==> config.mk <==
export PLATFORM = sky130hd
export DESIGN_NAME = dpre_guard
export DESIGN_NICKNAME = d
export VERILOG_FILES = /design/src/rtl/dpre_pkg.sv /design/src/rtl/dpre_guard.sv
export SDC_FILE = /design/constraint.sdc
export NUM_CORES = 1
export LEC_CHECK = 0
export BUFFER_PORTS_ARGS = -buffer_cell sky130_fd_sc_hd__buf_4
export CAP_MARGIN = 10
export CORE_MARGIN = 4
export CORE_UTILIZATION = 30
export CTS_BUF_LIST = sky130_fd_sc_hd__clkbuf_16
export DETAILED_ROUTE_END_ITERATION = 7
export GPL_TIMING_DRIVEN = 0
export PLACE_DENSITY = 0.56
export SETUP_SLACK_MARGIN = 0.15
export SKIP_LAST_GASP = 1
export SYNTH_ARGS = -nofsm -noshare
export SYNTH_HDL_FRONTEND = slang
export SYNTH_SLANG_ARGS = --single-unit
==> constraint.sdc <==
create_clock -name CLK_SYS_IN -period 2.6 [get_ports CLK_SYS_IN]
set_clock_uncertainty 0.15 [all_clocks]
set_input_delay 0.13 -clock CLK_SYS_IN [delete_from_list [all_inputs] [get_ports CLK_SYS_IN]]
set_output_delay 0.13 -clock CLK_SYS_IN [all_outputs]
set_load 0.005 [all_outputs]
==> src/rtl/dpre_pkg.sv <==
/*
 * Constants for the DMA guarded-region enable block: register byte
 * offsets, field positions, reset values and address widths.
 * Assumes a 32-bit classic Wishbone slave port with byte addressing.
 */
package dpre_pkg;

    // ------------------------------------------------------------
    // Register map (byte offsets)
    // ------------------------------------------------------------
    localparam logic [7:0] DPRE_OFF_CONTROL = 8'h64;
    localparam logic [7:0] DPRE_OFF_LOW_BASE = 8'h68;
    localparam logic [7:0] DPRE_OFF_LOW_LIMIT = 8'h6C;
    localparam logic [7:0] DPRE_OFF_HIGH_BASE = 8'h70;
    localparam logic [7:0] DPRE_OFF_HIGH_LIMIT = 8'h78;
    localparam logic [7:0] DPRE_OFF_REVISION = 8'h00;

    // ------------------------------------------------------------
    // Fields and reset values
    // ------------------------------------------------------------
    localparam int DPRE_ENABLE_BIT = 31;
    localparam int DPRE_STATE_BIT = 0;
    localparam int DPRE_MAJOR_LSB = 4;
    localparam logic [31:0] DPRE_RESET_WORD = 32'h0000_0000;
    localparam logic [3:0] DPRE_MAJOR_GUARDS_ALL = 4'h2;
    localparam int DPRE_ADDR_W = 8;
    localparam int DPRE_DMA_ADDR_W = 64;
    localparam int DPRE_LOW_ALIGN_BITS = 20;

    typedef enum logic [2:0]
    {
        DPRE_ST_IDLE = 3'b001,
        DPRE_ST_DRAIN = 3'b010,
        DPRE_ST_SETTLE = 3'b100
    } dpre_state_t;

endpackage : dpre_pkg

==> src/rtl/dpre_guard.sv <==
/*
 * Guarded-region enable and status control with low and high region
 * decode and the per-request block decision for inbound DMA.
 * Assumes the root complex reports how many translated requests are
 * still queued, and that requests are checked combinationally.
 */
// The register offsets and the Wishbone interface to the registers were decided locally.
`timescale 1ns/100ps

// Contract
// - Bit 31 of control register turns region checking off (0) or on (1).
// - With checking on and major version 2+, block DMA hitting a region.
// - The unit's own structure fetches skip the region check entirely.
// - Blocked requests are neither logged nor signalled as remapping faults.
// - Drain queued translated requests before reporting protection as on.
// - Read-only bit 0 shows region state once each operation completes.
// - Low base pads with zeros, low limit with ones; range is inclusive.
// - Low limit below low base means the low region blocks nothing.
module dpre_guard
    import dpre_pkg::*;
#(
    parameter int LOW_ALIGN_BITS = dpre_pkg::DPRE_LOW_ALIGN_BITS,
    parameter logic [3:0] MAJOR_VERSION = dpre_pkg::DPRE_MAJOR_GUARDS_ALL,
    parameter logic [3:0] MINOR_VERSION = 4'h0,
    parameter bit DRAIN_SUPPORTED = 1'b1,
    parameter int PEND_W = 8
)
(
    input wire logic CLK_SYS_IN,
    input wire logic RST_N_IN,
    input wire logic WB_CYC_IN,
    input wire logic WB_STB_IN,
    input wire logic WB_WE_IN,
    input wire logic [dpre_pkg::DPRE_ADDR_W-1:0] WB_ADR_IN,
    input wire logic [3:0] WB_SEL_IN,
    input wire logic [31:0] WB_DAT_IN,
    output logic [31:0] WB_DAT_OUT,
    output logic WB_ACK_OUT,
    output logic WB_ERR_OUT,
    input wire logic [dpre_pkg::DPRE_DMA_ADDR_W-1:0] DMA_ADDR_IN,
    input wire logic DMA_VALID_IN,
    input wire logic DMA_STRUCT_FETCH_IN,
    input wire logic [PEND_W-1:0] RC_PENDING_IN,
    output logic DMA_BLOCK_OUT,
    output logic FAULT_LOG_OUT,
    output logic REMAP_FAULT_OUT,
    output logic DRAIN_REQ_OUT,
    output logic GUARD_ACTIVE_OUT
);
    import dpre_pkg::*;

    // ------------------------------------------------------------
    // Registers and state
    // ------------------------------------------------------------
    logic guard_enable_ctl_reg;
    logic guard_state_flag_reg;
    logic [31:0] low_guard_base_reg;
    logic [31:0] low_guard_limit_reg;
    logic [63:0] high_guard_base_reg;
    logic [63:0] high_guard_limit_reg;
    dpre_state_t state_reg;
    logic ack_reg;
    logic err_reg;
    logic [31:0] rdata_reg;
    logic [31:0] low_keep_mask;
    logic bus_req;
    logic map_hit;
    logic wr_ctl;
    logic in_low;
    logic in_high;

    // Low bits below the alignment are not stored and read back as zero
    assign low_keep_mask = ~((32'h0000_0001 << LOW_ALIGN_BITS) - 32'h1);
    // No request is taken while ack or err is still up, so a held
    // strobe is never answered twice
    assign bus_req = WB_CYC_IN && WB_STB_IN && !ack_reg && !err_reg;

    // Lanes with a clear select keep their old byte
    function automatic logic [31:0] merge_sel(input logic [31:0] old_w,
                                              input logic [31:0] new_w,
                                              input logic [3:0] sel);
        logic [31:0] res;
        res = old_w;
        for (int i = 0; i < 4; i++)
        begin
            if (sel[i])
            begin
                res[i*8 +: 8] = new_w[i*8 +: 8];
            end
        end
        return res;
    endfunction : merge_sel

    // Register map decode; anything else is answered with err
    function automatic logic is_mapped(input logic [7:0] adr);
        logic hit;
        case (adr)
            DPRE_OFF_CONTROL, DPRE_OFF_LOW_BASE, DPRE_OFF_LOW_LIMIT,
            DPRE_OFF_HIGH_BASE, DPRE_OFF_HIGH_BASE + 8'h04,
            DPRE_OFF_HIGH_LIMIT, DPRE_OFF_HIGH_LIMIT + 8'h04,
            DPRE_OFF_REVISION: hit = 1'b1;
            default: hit = 1'b0;
        endcase
        return hit;
    endfunction : is_mapped

    assign map_hit = is_mapped(WB_ADR_IN);

    // Only the top lane holds a writable bit; the rest is reserved
    // or read-only status
    assign wr_ctl = bus_req && WB_WE_IN && WB_SEL_IN[3] &&
                    (WB_ADR_IN == DPRE_OFF_CONTROL);

    // ------------------------------------------------------------
    // Wishbone answer: one wait state, ack or err for one cycle
    // ------------------------------------------------------------
    always_ff @(posedge CLK_SYS_IN or negedge RST_N_IN)
    begin
        if (!RST_N_IN)
        begin
            ack_reg <= 1'b0;
            err_reg <= 1'b0;
        end
        else
        begin
            ack_reg <= bus_req && map_hit;
            err_reg <= bus_req && !map_hit;
        end
    end

    always_ff @(posedge CLK_SYS_IN or negedge RST_N_IN)
    begin
        if (!RST_N_IN)
        begin
            rdata_reg <= 32'h0000_0000;
        end
        // Captured at the taking edge so the word stands with ack
        else if (bus_req && !WB_WE_IN)
        begin
            case (WB_ADR_IN)
                DPRE_OFF_CONTROL: rdata_reg <=
                    {guard_enable_ctl_reg, 30'h0, guard_state_flag_reg};
                DPRE_OFF_LOW_BASE: rdata_reg <= low_guard_base_reg;
                DPRE_OFF_LOW_LIMIT: rdata_reg <= low_guard_limit_reg;
                DPRE_OFF_HIGH_BASE: rdata_reg <= high_guard_base_reg[31:0];
                DPRE_OFF_HIGH_BASE + 8'h04:
                    rdata_reg <= high_guard_base_reg[63:32];
                DPRE_OFF_HIGH_LIMIT: rdata_reg <= high_guard_limit_reg[31:0];
                DPRE_OFF_HIGH_LIMIT + 8'h04:
                    rdata_reg <= high_guard_limit_reg[63:32];
                DPRE_OFF_REVISION: rdata_reg <=
                    {24'h0, MAJOR_VERSION, MINOR_VERSION};
                default: rdata_reg <= 32'h0000_0000;
            endcase
        end
    end

    // ------------------------------------------------------------
    // Region bounds; software keeps them fixed while active
    // ------------------------------------------------------------
    // Nothing locks them in hardware; a rewrite takes effect at once
    always_ff @(posedge CLK_SYS_IN or negedge RST_N_IN)
    begin
        if (!RST_N_IN)
        begin
            low_guard_base_reg <= DPRE_RESET_WORD;
            low_guard_limit_reg <= DPRE_RESET_WORD;
            high_guard_base_reg <= {2{DPRE_RESET_WORD}};
            high_guard_limit_reg <= {2{DPRE_RESET_WORD}};
        end
        else if (bus_req && WB_WE_IN)
        begin
            case (WB_ADR_IN)
                DPRE_OFF_LOW_BASE: low_guard_base_reg <= low_keep_mask &
                    merge_sel(low_guard_base_reg, WB_DAT_IN, WB_SEL_IN);
                DPRE_OFF_LOW_LIMIT: low_guard_limit_reg <= low_keep_mask &
                    merge_sel(low_guard_limit_reg, WB_DAT_IN, WB_SEL_IN);
                DPRE_OFF_HIGH_BASE: high_guard_base_reg[31:0] <=
                    merge_sel(high_guard_base_reg[31:0], WB_DAT_IN,
                              WB_SEL_IN);
                DPRE_OFF_HIGH_BASE + 8'h04: high_guard_base_reg[63:32] <=
                    merge_sel(high_guard_base_reg[63:32], WB_DAT_IN,
                              WB_SEL_IN);
                DPRE_OFF_HIGH_LIMIT: high_guard_limit_reg[31:0] <=
                    merge_sel(high_guard_limit_reg[31:0], WB_DAT_IN,
                              WB_SEL_IN);
                DPRE_OFF_HIGH_LIMIT + 8'h04: high_guard_limit_reg[63:32] <=
                    merge_sel(high_guard_limit_reg[63:32], WB_DAT_IN,
                              WB_SEL_IN);
                default: ;
            endcase
        end
    end

    // ------------------------------------------------------------
    // Enable bit and enable/disable sequencing
    // ------------------------------------------------------------
    // Enable bit from bit 31
    always_ff @(posedge CLK_SYS_IN or negedge RST_N_IN)
    begin
        if (!RST_N_IN)
        begin
            guard_enable_ctl_reg <= DPRE_RESET_WORD[DPRE_ENABLE_BIT];
        end
        else if (wr_ctl)
        begin
            guard_enable_ctl_reg <= WB_DAT_IN[DPRE_ENABLE_BIT];
        end
    end

    // Blocking starts as soon as enable is set, before the status flips,
    // so nothing new slips in while the queue drains.
    always_ff @(posedge CLK_SYS_IN or negedge RST_N_IN)
    begin
        if (!RST_N_IN)
        begin
            state_reg <= DPRE_ST_IDLE;
            guard_state_flag_reg <= DPRE_RESET_WORD[DPRE_STATE_BIT];
        end
        else
        begin
            case (state_reg)
                DPRE_ST_IDLE:
                begin
                    if (guard_enable_ctl_reg && !guard_state_flag_reg)
                    begin
                        state_reg <= DRAIN_SUPPORTED ? DPRE_ST_DRAIN
                                                     : DPRE_ST_SETTLE;
                    end
                    // Disable needs no drain: blocking stopped at the write
                    else if (!guard_enable_ctl_reg && guard_state_flag_reg)
                    begin
                        state_reg <= DPRE_ST_SETTLE;
                    end
                end
                DPRE_ST_DRAIN:
                begin
                    if (RC_PENDING_IN == '0)
                    begin
                        state_reg <= DPRE_ST_SETTLE;
                    end
                end
                DPRE_ST_SETTLE:
                begin
                    guard_state_flag_reg <= guard_enable_ctl_reg;
                    state_reg <= DPRE_ST_IDLE;
                end
                default: state_reg <= DPRE_ST_IDLE;
            endcase
        end
    end

    // ------------------------------------------------------------
    // Region decode and block decision
    // ------------------------------------------------------------
    // Inclusive window test; a limit below its base gives no window
    function automatic logic in_window(input logic [63:0] addr,
                                       input logic [63:0] base,
                                       input logic [63:0] limit);
        logic hit;
        hit = (limit >= base) && (addr >= base) && (addr <= limit);
        return hit;
    endfunction : in_window

    always_comb
    begin
        // Empty when limit below base
        // Low window lives below 4 GiB: its upper word is zero
        in_low = in_window(DMA_ADDR_IN, {32'h0, low_guard_base_reg},
            {32'h0, low_guard_limit_reg | ~low_keep_mask});
        in_high = in_window(DMA_ADDR_IN, high_guard_base_reg,
            high_guard_limit_reg);
    end

    // Follows enable, not status, so blocking starts at the write
    // Block on hit, major version 2 or above
    assign DMA_BLOCK_OUT = DMA_VALID_IN && !DMA_STRUCT_FETCH_IN &&
                           guard_enable_ctl_reg &&
                           (MAJOR_VERSION >= DPRE_MAJOR_GUARDS_ALL) &&
                           (in_low || in_high);
    // Guard blocks never feed fault logging
    assign FAULT_LOG_OUT = 1'b0;
    assign REMAP_FAULT_OUT = 1'b0;

    // ------------------------------------------------------------
    // Status and bus outputs
    // ------------------------------------------------------------
    assign DRAIN_REQ_OUT = (state_reg == DPRE_ST_DRAIN);
    assign GUARD_ACTIVE_OUT = guard_state_flag_reg;
    assign WB_ACK_OUT = ack_reg;
    assign WB_ERR_OUT = err_reg;
    assign WB_DAT_OUT = rdata_reg;

endmodule : dpre_guard

; ---- Word level (Yosys, flattened, before mapping)
; Index checks and enable logic that the tools add are counted.
[word_totals]
in_bits = 123
output_inout_bits = 39
wordCells = 100
reg_bits = 191
[op_classes]
n_lt_le_gt_ge = 6
n_eq_ne = 12
n_reduce_logical = 50
muxes = 6
[ops]
columns = op, count
row1 = case mux 32 bit (8 select lines), 1
row2 = greater-or-equal comparator 64 bit, 2
row3 = greater-or-equal comparator 64 x 32 -> 1 bit, 1
row4 = less-or-equal comparator 64 x 32 -> 1 bit, 1
row5 = less-or-equal comparator 64 bit, 1
row6 = AND reduction 3 bit, 20
row7 = == test 8 x 7 -> 1 bit (second input constant), 7
row8 = greater-or-equal comparator 32 bit, 1
row9 = logical AND 1 bit, 18
row10 = zero test 8 bit, 2
row11 = 2-to-1 mux 3 bit, 3
row12 = OR reduction 8 bit, 1
row13 = zero test 1 bit, 7
row14 = case mux 3 bit (2 select lines), 1
row15 = == test 3 x 1 -> 1 bit (second input constant), 1
row16 = == test 3 x 2 -> 1 bit (second input constant), 1
row17 = == test 3 bit (second input constant), 1
row18 = != test 3 bit (second input constant), 1
row19 = != test 2 x 1 -> 1 bit (second input constant), 1
row20 = AND reduction 2 bit, 1
row21 = logical OR 1 bit, 1
row22 = 2-to-1 mux 1 bit, 1

; ---- Longest topological paths before layout
[depth]
word_depth = 6
depth_mapped = 10
mapped_depth_nobuf = 10

; ---- Worst setup path after synthesis
; Ideal clock, no wire load.
[synth_path]
path_type = register -> output
startpoint = reg high_guard_base_reg[41]
endpoint = out DMA_BLOCK_OUT
path_slack_ps = 243
arrival_time_ps = 2077
stages_incl_launch_ff = 11
cell_sequence = dfrtp_1 -> inv_1 -> ha_1 -> a21o_1 -> a221o_1 -> a221oi_1 -> nand2b_1 -> a211o_1 -> a31o_2 -> o211ai_1 -> o21ai_1
[synth_via]
elab_chain_len = 5
elab_cells_between_ends = 6
classes_between = order compare (2) / reduce/logical (4)
[synth_lines]
columns = element, line
row1 = from (decl), dpre_guard.sv:59  ; logic [63:0] high_guard_base_reg;
row2 = from (signal assigned), dpre_guard.sv:168  ; high_guard_base_reg <= {2{DPRE_RESET_WORD}};
row3 = from (signal assigned), dpre_guard.sv:181  ; DPRE_OFF_HIGH_BASE + 8'h04: high_guard_base_reg[63:32] <=
row4 = greater-or-equal comparator 64 bit, dpre_guard.sv:261  ; hit = (limit >= base) && (addr >= base) && (addr <= limit);
row5 = logical AND 1 bit * (2 in series), dpre_guard.sv:261
row6 = logical OR 1 bit *, dpre_guard.sv:280  ; (in_low || in_high);
row7 = logical AND 1 bit *, dpre_guard.sv:279  ; (MAJOR_VERSION >= DPRE_MAJOR_GUARDS_ALL) &&
row8 = to (decl), dpre_guard.sv:44  ; output logic DMA_BLOCK_OUT,
; Mark *: on every way between the ends. The rest lies on a longest branch, timed or not.

; ---- Worst setup path after layout
[layout_path]
startpoint = reg low_guard_base_reg[20]
endpoint = out DMA_BLOCK_OUT
[layout_via]
elab_chain_len = 5
elab_cells_between_ends = 6
classes_between = order compare (2) / reduce/logical (4)
[layout_lines]
columns = element, line
row1 = from (decl), dpre_guard.sv:57  ; logic [31:0] low_guard_base_reg;
row2 = from (signal assigned), dpre_guard.sv:174  ; DPRE_OFF_LOW_BASE: low_guard_base_reg <= low_keep_mask &
row3 = greater-or-equal comparator 64 x 32 -> 1 bit or greater-or-equal comparator 32 bit (tied branches), dpre_guard.sv:261
row4 = logical AND 1 bit * (2 in series), dpre_guard.sv:261
row5 = logical OR 1 bit *, dpre_guard.sv:280
row6 = logical AND 1 bit *, dpre_guard.sv:279
; Marks and branches as above.

==> summary.md <==
| Metric | Value |
|---|---|
| IO Pins | 162 |
| Post-synth EDFFs | 0 |
| PD cells | 427 nW/um^2 |
| Die Ht | 223 um |
| Worst path top cell family by delay | simple AND/OR/NAND/NOR gates |
| GR peak layer | met2 |
| Residual DRC count | 0 |
| Top cells by count, synth | 227 x ha_1, 190 x dfrtp_1, 159 x inv_1 |
| Syn_area_per_cell | 9.47 um^2 |
| Initial Util | 30.4% |
| Critical Path RT | 2.32 ns |
| Antenna viol nets, final | 0 |
| Setup violators final | 1 |
| Fin nets | 2045 |
| Peak VDD IR | 482 uV |
| Post-synth top flop | dfrtp_1 |
| DRT Wirelength | 50800 um |
| Die X | 223 um |
| Worst Hold Class | input pin to register |
| Outcome | finished with violations |
| Via count | 12300 |
| Largest net degree at the start of global routing | 99 |
| Pleak | 8.27 nW |
| Later-pin clock latency in the skew report | 0.47 ns |
| Synth Register Bits | 191 |
| CTS tree | yes |
| Most area-hungry cell type in the Yosys netlist | dfrtp_1 |
| Synth area leaders | dfrtp_1 34%, ha_1 21%, mux2_2 5.9%, o21ai_0 4.5%, inv_1 4.3% |
| Area Growth Syn to Fin | 23.8% |
| RR Startpoint | WB_ACK_OUT |
| WP depth | 10 |
| WL/cell | 22.0 um |
| Arr. time, crit path | 3.14 ns |
| Crit path buf inv count | 1 |
| Die footprint | 49600 um^2 |
| Post-Syn Area | 13800 um^2 |
| Total grt overflow | 0 |
| PnR worst setup slack | -0.818 ns |
| Setup TNS | -0.818 ns |
| Fill cells | 4666 |
| Share of cells above drive strength 1 | 19.7% |
| Synth warn | 0 |
| Critical path launch point | low_guard_base_reg[20] |
| Minimum clock period | 3.42 ns |
| Core area | 45500 um^2 |
| Max incr delay on CP | 0.50 ns |
| Mapped Cells | 1460 |
| CP endpoint kind | primary output |
| Worst-margin pin slew | 1.11 ns |
| RSZ-0062 raised after global routing | true |
| Critical path class | register to primary output |
| Rows | 78 |
| Worst-path cell chain | ha_4 -> or4b_4 -> nor4_4 -> nand4_1 -> nand3b_1 -> a21oi_2 -> o211ai_1 -> o2111ai_2 -> o21ai_2 -> buf_4 |
| Routability cong. | 0.988 |
| Max Cap Viol | 0 |
| Fmax | 293 MHz |
| Crit Reg-Reg Endpoint | low_guard_base_reg[25] |
| Slowest CP cell | or4b_4 |
| Longest Clk Path Bufs | 2 |
| Tcrit/Tclk final | 131% |
| Violated checks | setup timing |
| First-pass GRT wire length | 76000 um |
| Antenna violations before repair | 1 |
| Initial DRC count | 953 |
| Number of global-route vias before repair | 12400 |
| GRT Util Overall | 20.1% |
| Pwr Total | 7.30 mW |
| Critical path launch point type | register |
| Slew margin rel. | 25.7% |
| Num CTS Buffers | 17 |
| DR vias/cell | 5.32 |
| Post-synth ARST share | 100% |
| Met2 GRT Util | 33.0% |
| TritonCTS Sinks | 191 |
| Post-DP HPWL | 41100 um |
| Worst Path Max Fanout | 2 |
| H-Tree Level Count | 4 |
| Final hold violations | 0 |
| R2R Setup Slk | 0.23 ns |
| Sequential cell area fraction in the yosys report | 34.6% |
| Port buffer count | 158 |
| Worst reg2reg path depth | 8 |
| Top-count cell post-synth | ha_1 |
| Worst Hold Slack | 0.0412 ns |
| Yosys cell types | 61 |
| Top cell type's share of synthesized area | 34.4% |
| Initial DRT Pass Iterations | 6 |
| CTS root buf | clkbuf_16 |
| Final Max Tran Viols | 0 |
| GRT met3 Usage | 3.53% |
| CP endpoint | DMA_BLOCK_OUT |
| Met1 Resource Use GR | 27.2% |
| CTS clk-pin slew, worst paths | 0.07 ns |
==> stage by stage <==
| step | setup WS [ns] | instances | cell area (um^2) | util [%] |
|---|---|---|---|---|
| floorplan | 0.243 | 1461 | 13800 | - |
| global placement | -0.851 | 2219 | 15800 | 34.7 |
| detailed placement | -0.793 | 2220 | 15800 | 34.7 |
| CTS | -0.880 | 2300 | 17000 | 37.4 |
| global route | -0.882 | 2309 | 17100 | 37.6 |
| finish | -0.818 | 2309 | 17100 | 37.6 |
==> placed cells by master (no fill, tap or decap), types with 18 or more instances in the layout <==
master | netlist | final
a21oi_1 | 95 | 93
o22ai_1 | 22 | 22
a21o_1 | 28 | 28
dfrtp_1 | 190 | 190
ha_1 | 227 | 226
nor2_1 | 46 | 42
mux2i_1 | 40 | 40
o21ai_0 | 125 | 122
mux2_2 | 72 | 72
nor4_1 | 21 | 18
dlygate4sd3_1 | 0 | 46
nand4_1 | 44 | 44
buf_4 | 3 | 170
nand2_1 | 152 | 150
inv_1 | 159 | 160
==> worst min-delay path by stage <==
stage / startpoint / endpoint / cells after the start
floorplan: RST_N_IN / GUARD_ACTIVE_OUT / 0
global placement: WB_DAT_IN[12] / high_guard_limit_reg[12] / 3
detailed placement: RST_N_IN / WB_DAT_OUT[11] / 1
CTS: WB_SEL_IN[1] / high_guard_limit_reg[46] / 3
global route: WB_SEL_IN[1] / high_guard_limit_reg[46] / 3
finish: WB_SEL_IN[1] / high_guard_limit_reg[46] / 3
==> power by group <==
| group | total [mW] | leakage (nW) | switching (mW) | internal, mW |
|---|---|---|---|---|
| clock network | 2.85 | 0.296 | 1.25 | 1.60 |
| logic | 1.28 | 5.81 | 0.696 | 0.584 |
| registers | 3.17 | 2.16 | 0.0815 | 3.09 |
| total | 7.30 | 8.27 | 2.03 | 5.28 |
==> final cells by class <==
cell class	instances	area (um^2)	area share (%)
multi-input cells	1072	8400	49.1
flip-flops and latches	191	4780	27.9
repair buffers	215	1760	10.3
well taps	600	751	4.39
inverters	159	597	3.49
clock buffers	17	425	2.49
plain buffers	39	199	1.16
clock inverters	15	194	1.13
diodes	1	2.50	0.0146
==> per-layer routing <==
metal  up-vias  part of all wire, %
li1       5826                    -
met1      6019                   45
met2       383                   47
met3        60                  5.6
met4         0                  2.4
met5         -                    0
==> repair_timing <==
action	in CTS	in global routing
pin swaps	6	9
hold endpoints to repair	250	0
setup endpoints to repair	95	50
hold buffers	46	0
resized for setup	23	19
buffers inserted	2	8
==> worst min-delay path: cells and delay by family <==
family / cells / cell delay (ns)
buffers and inverters: 1 / 0.14
multiplexers: 1 / 0.18
AND/OR/NAND/NOR: 1 / 0.17
==> cells by family after synthesis <==
group,count (synthesis),synth area share [%]
simple gates,363,14.0
xor+xnor,1,0.0634
buf+inv,198,5.62
fa+ha+maj,227,20.6
mux,112,8.76
other cells,1,0.0271
compound gates,367,16.4
flops,191,34.6
Power figures use the tool's default switching activity.
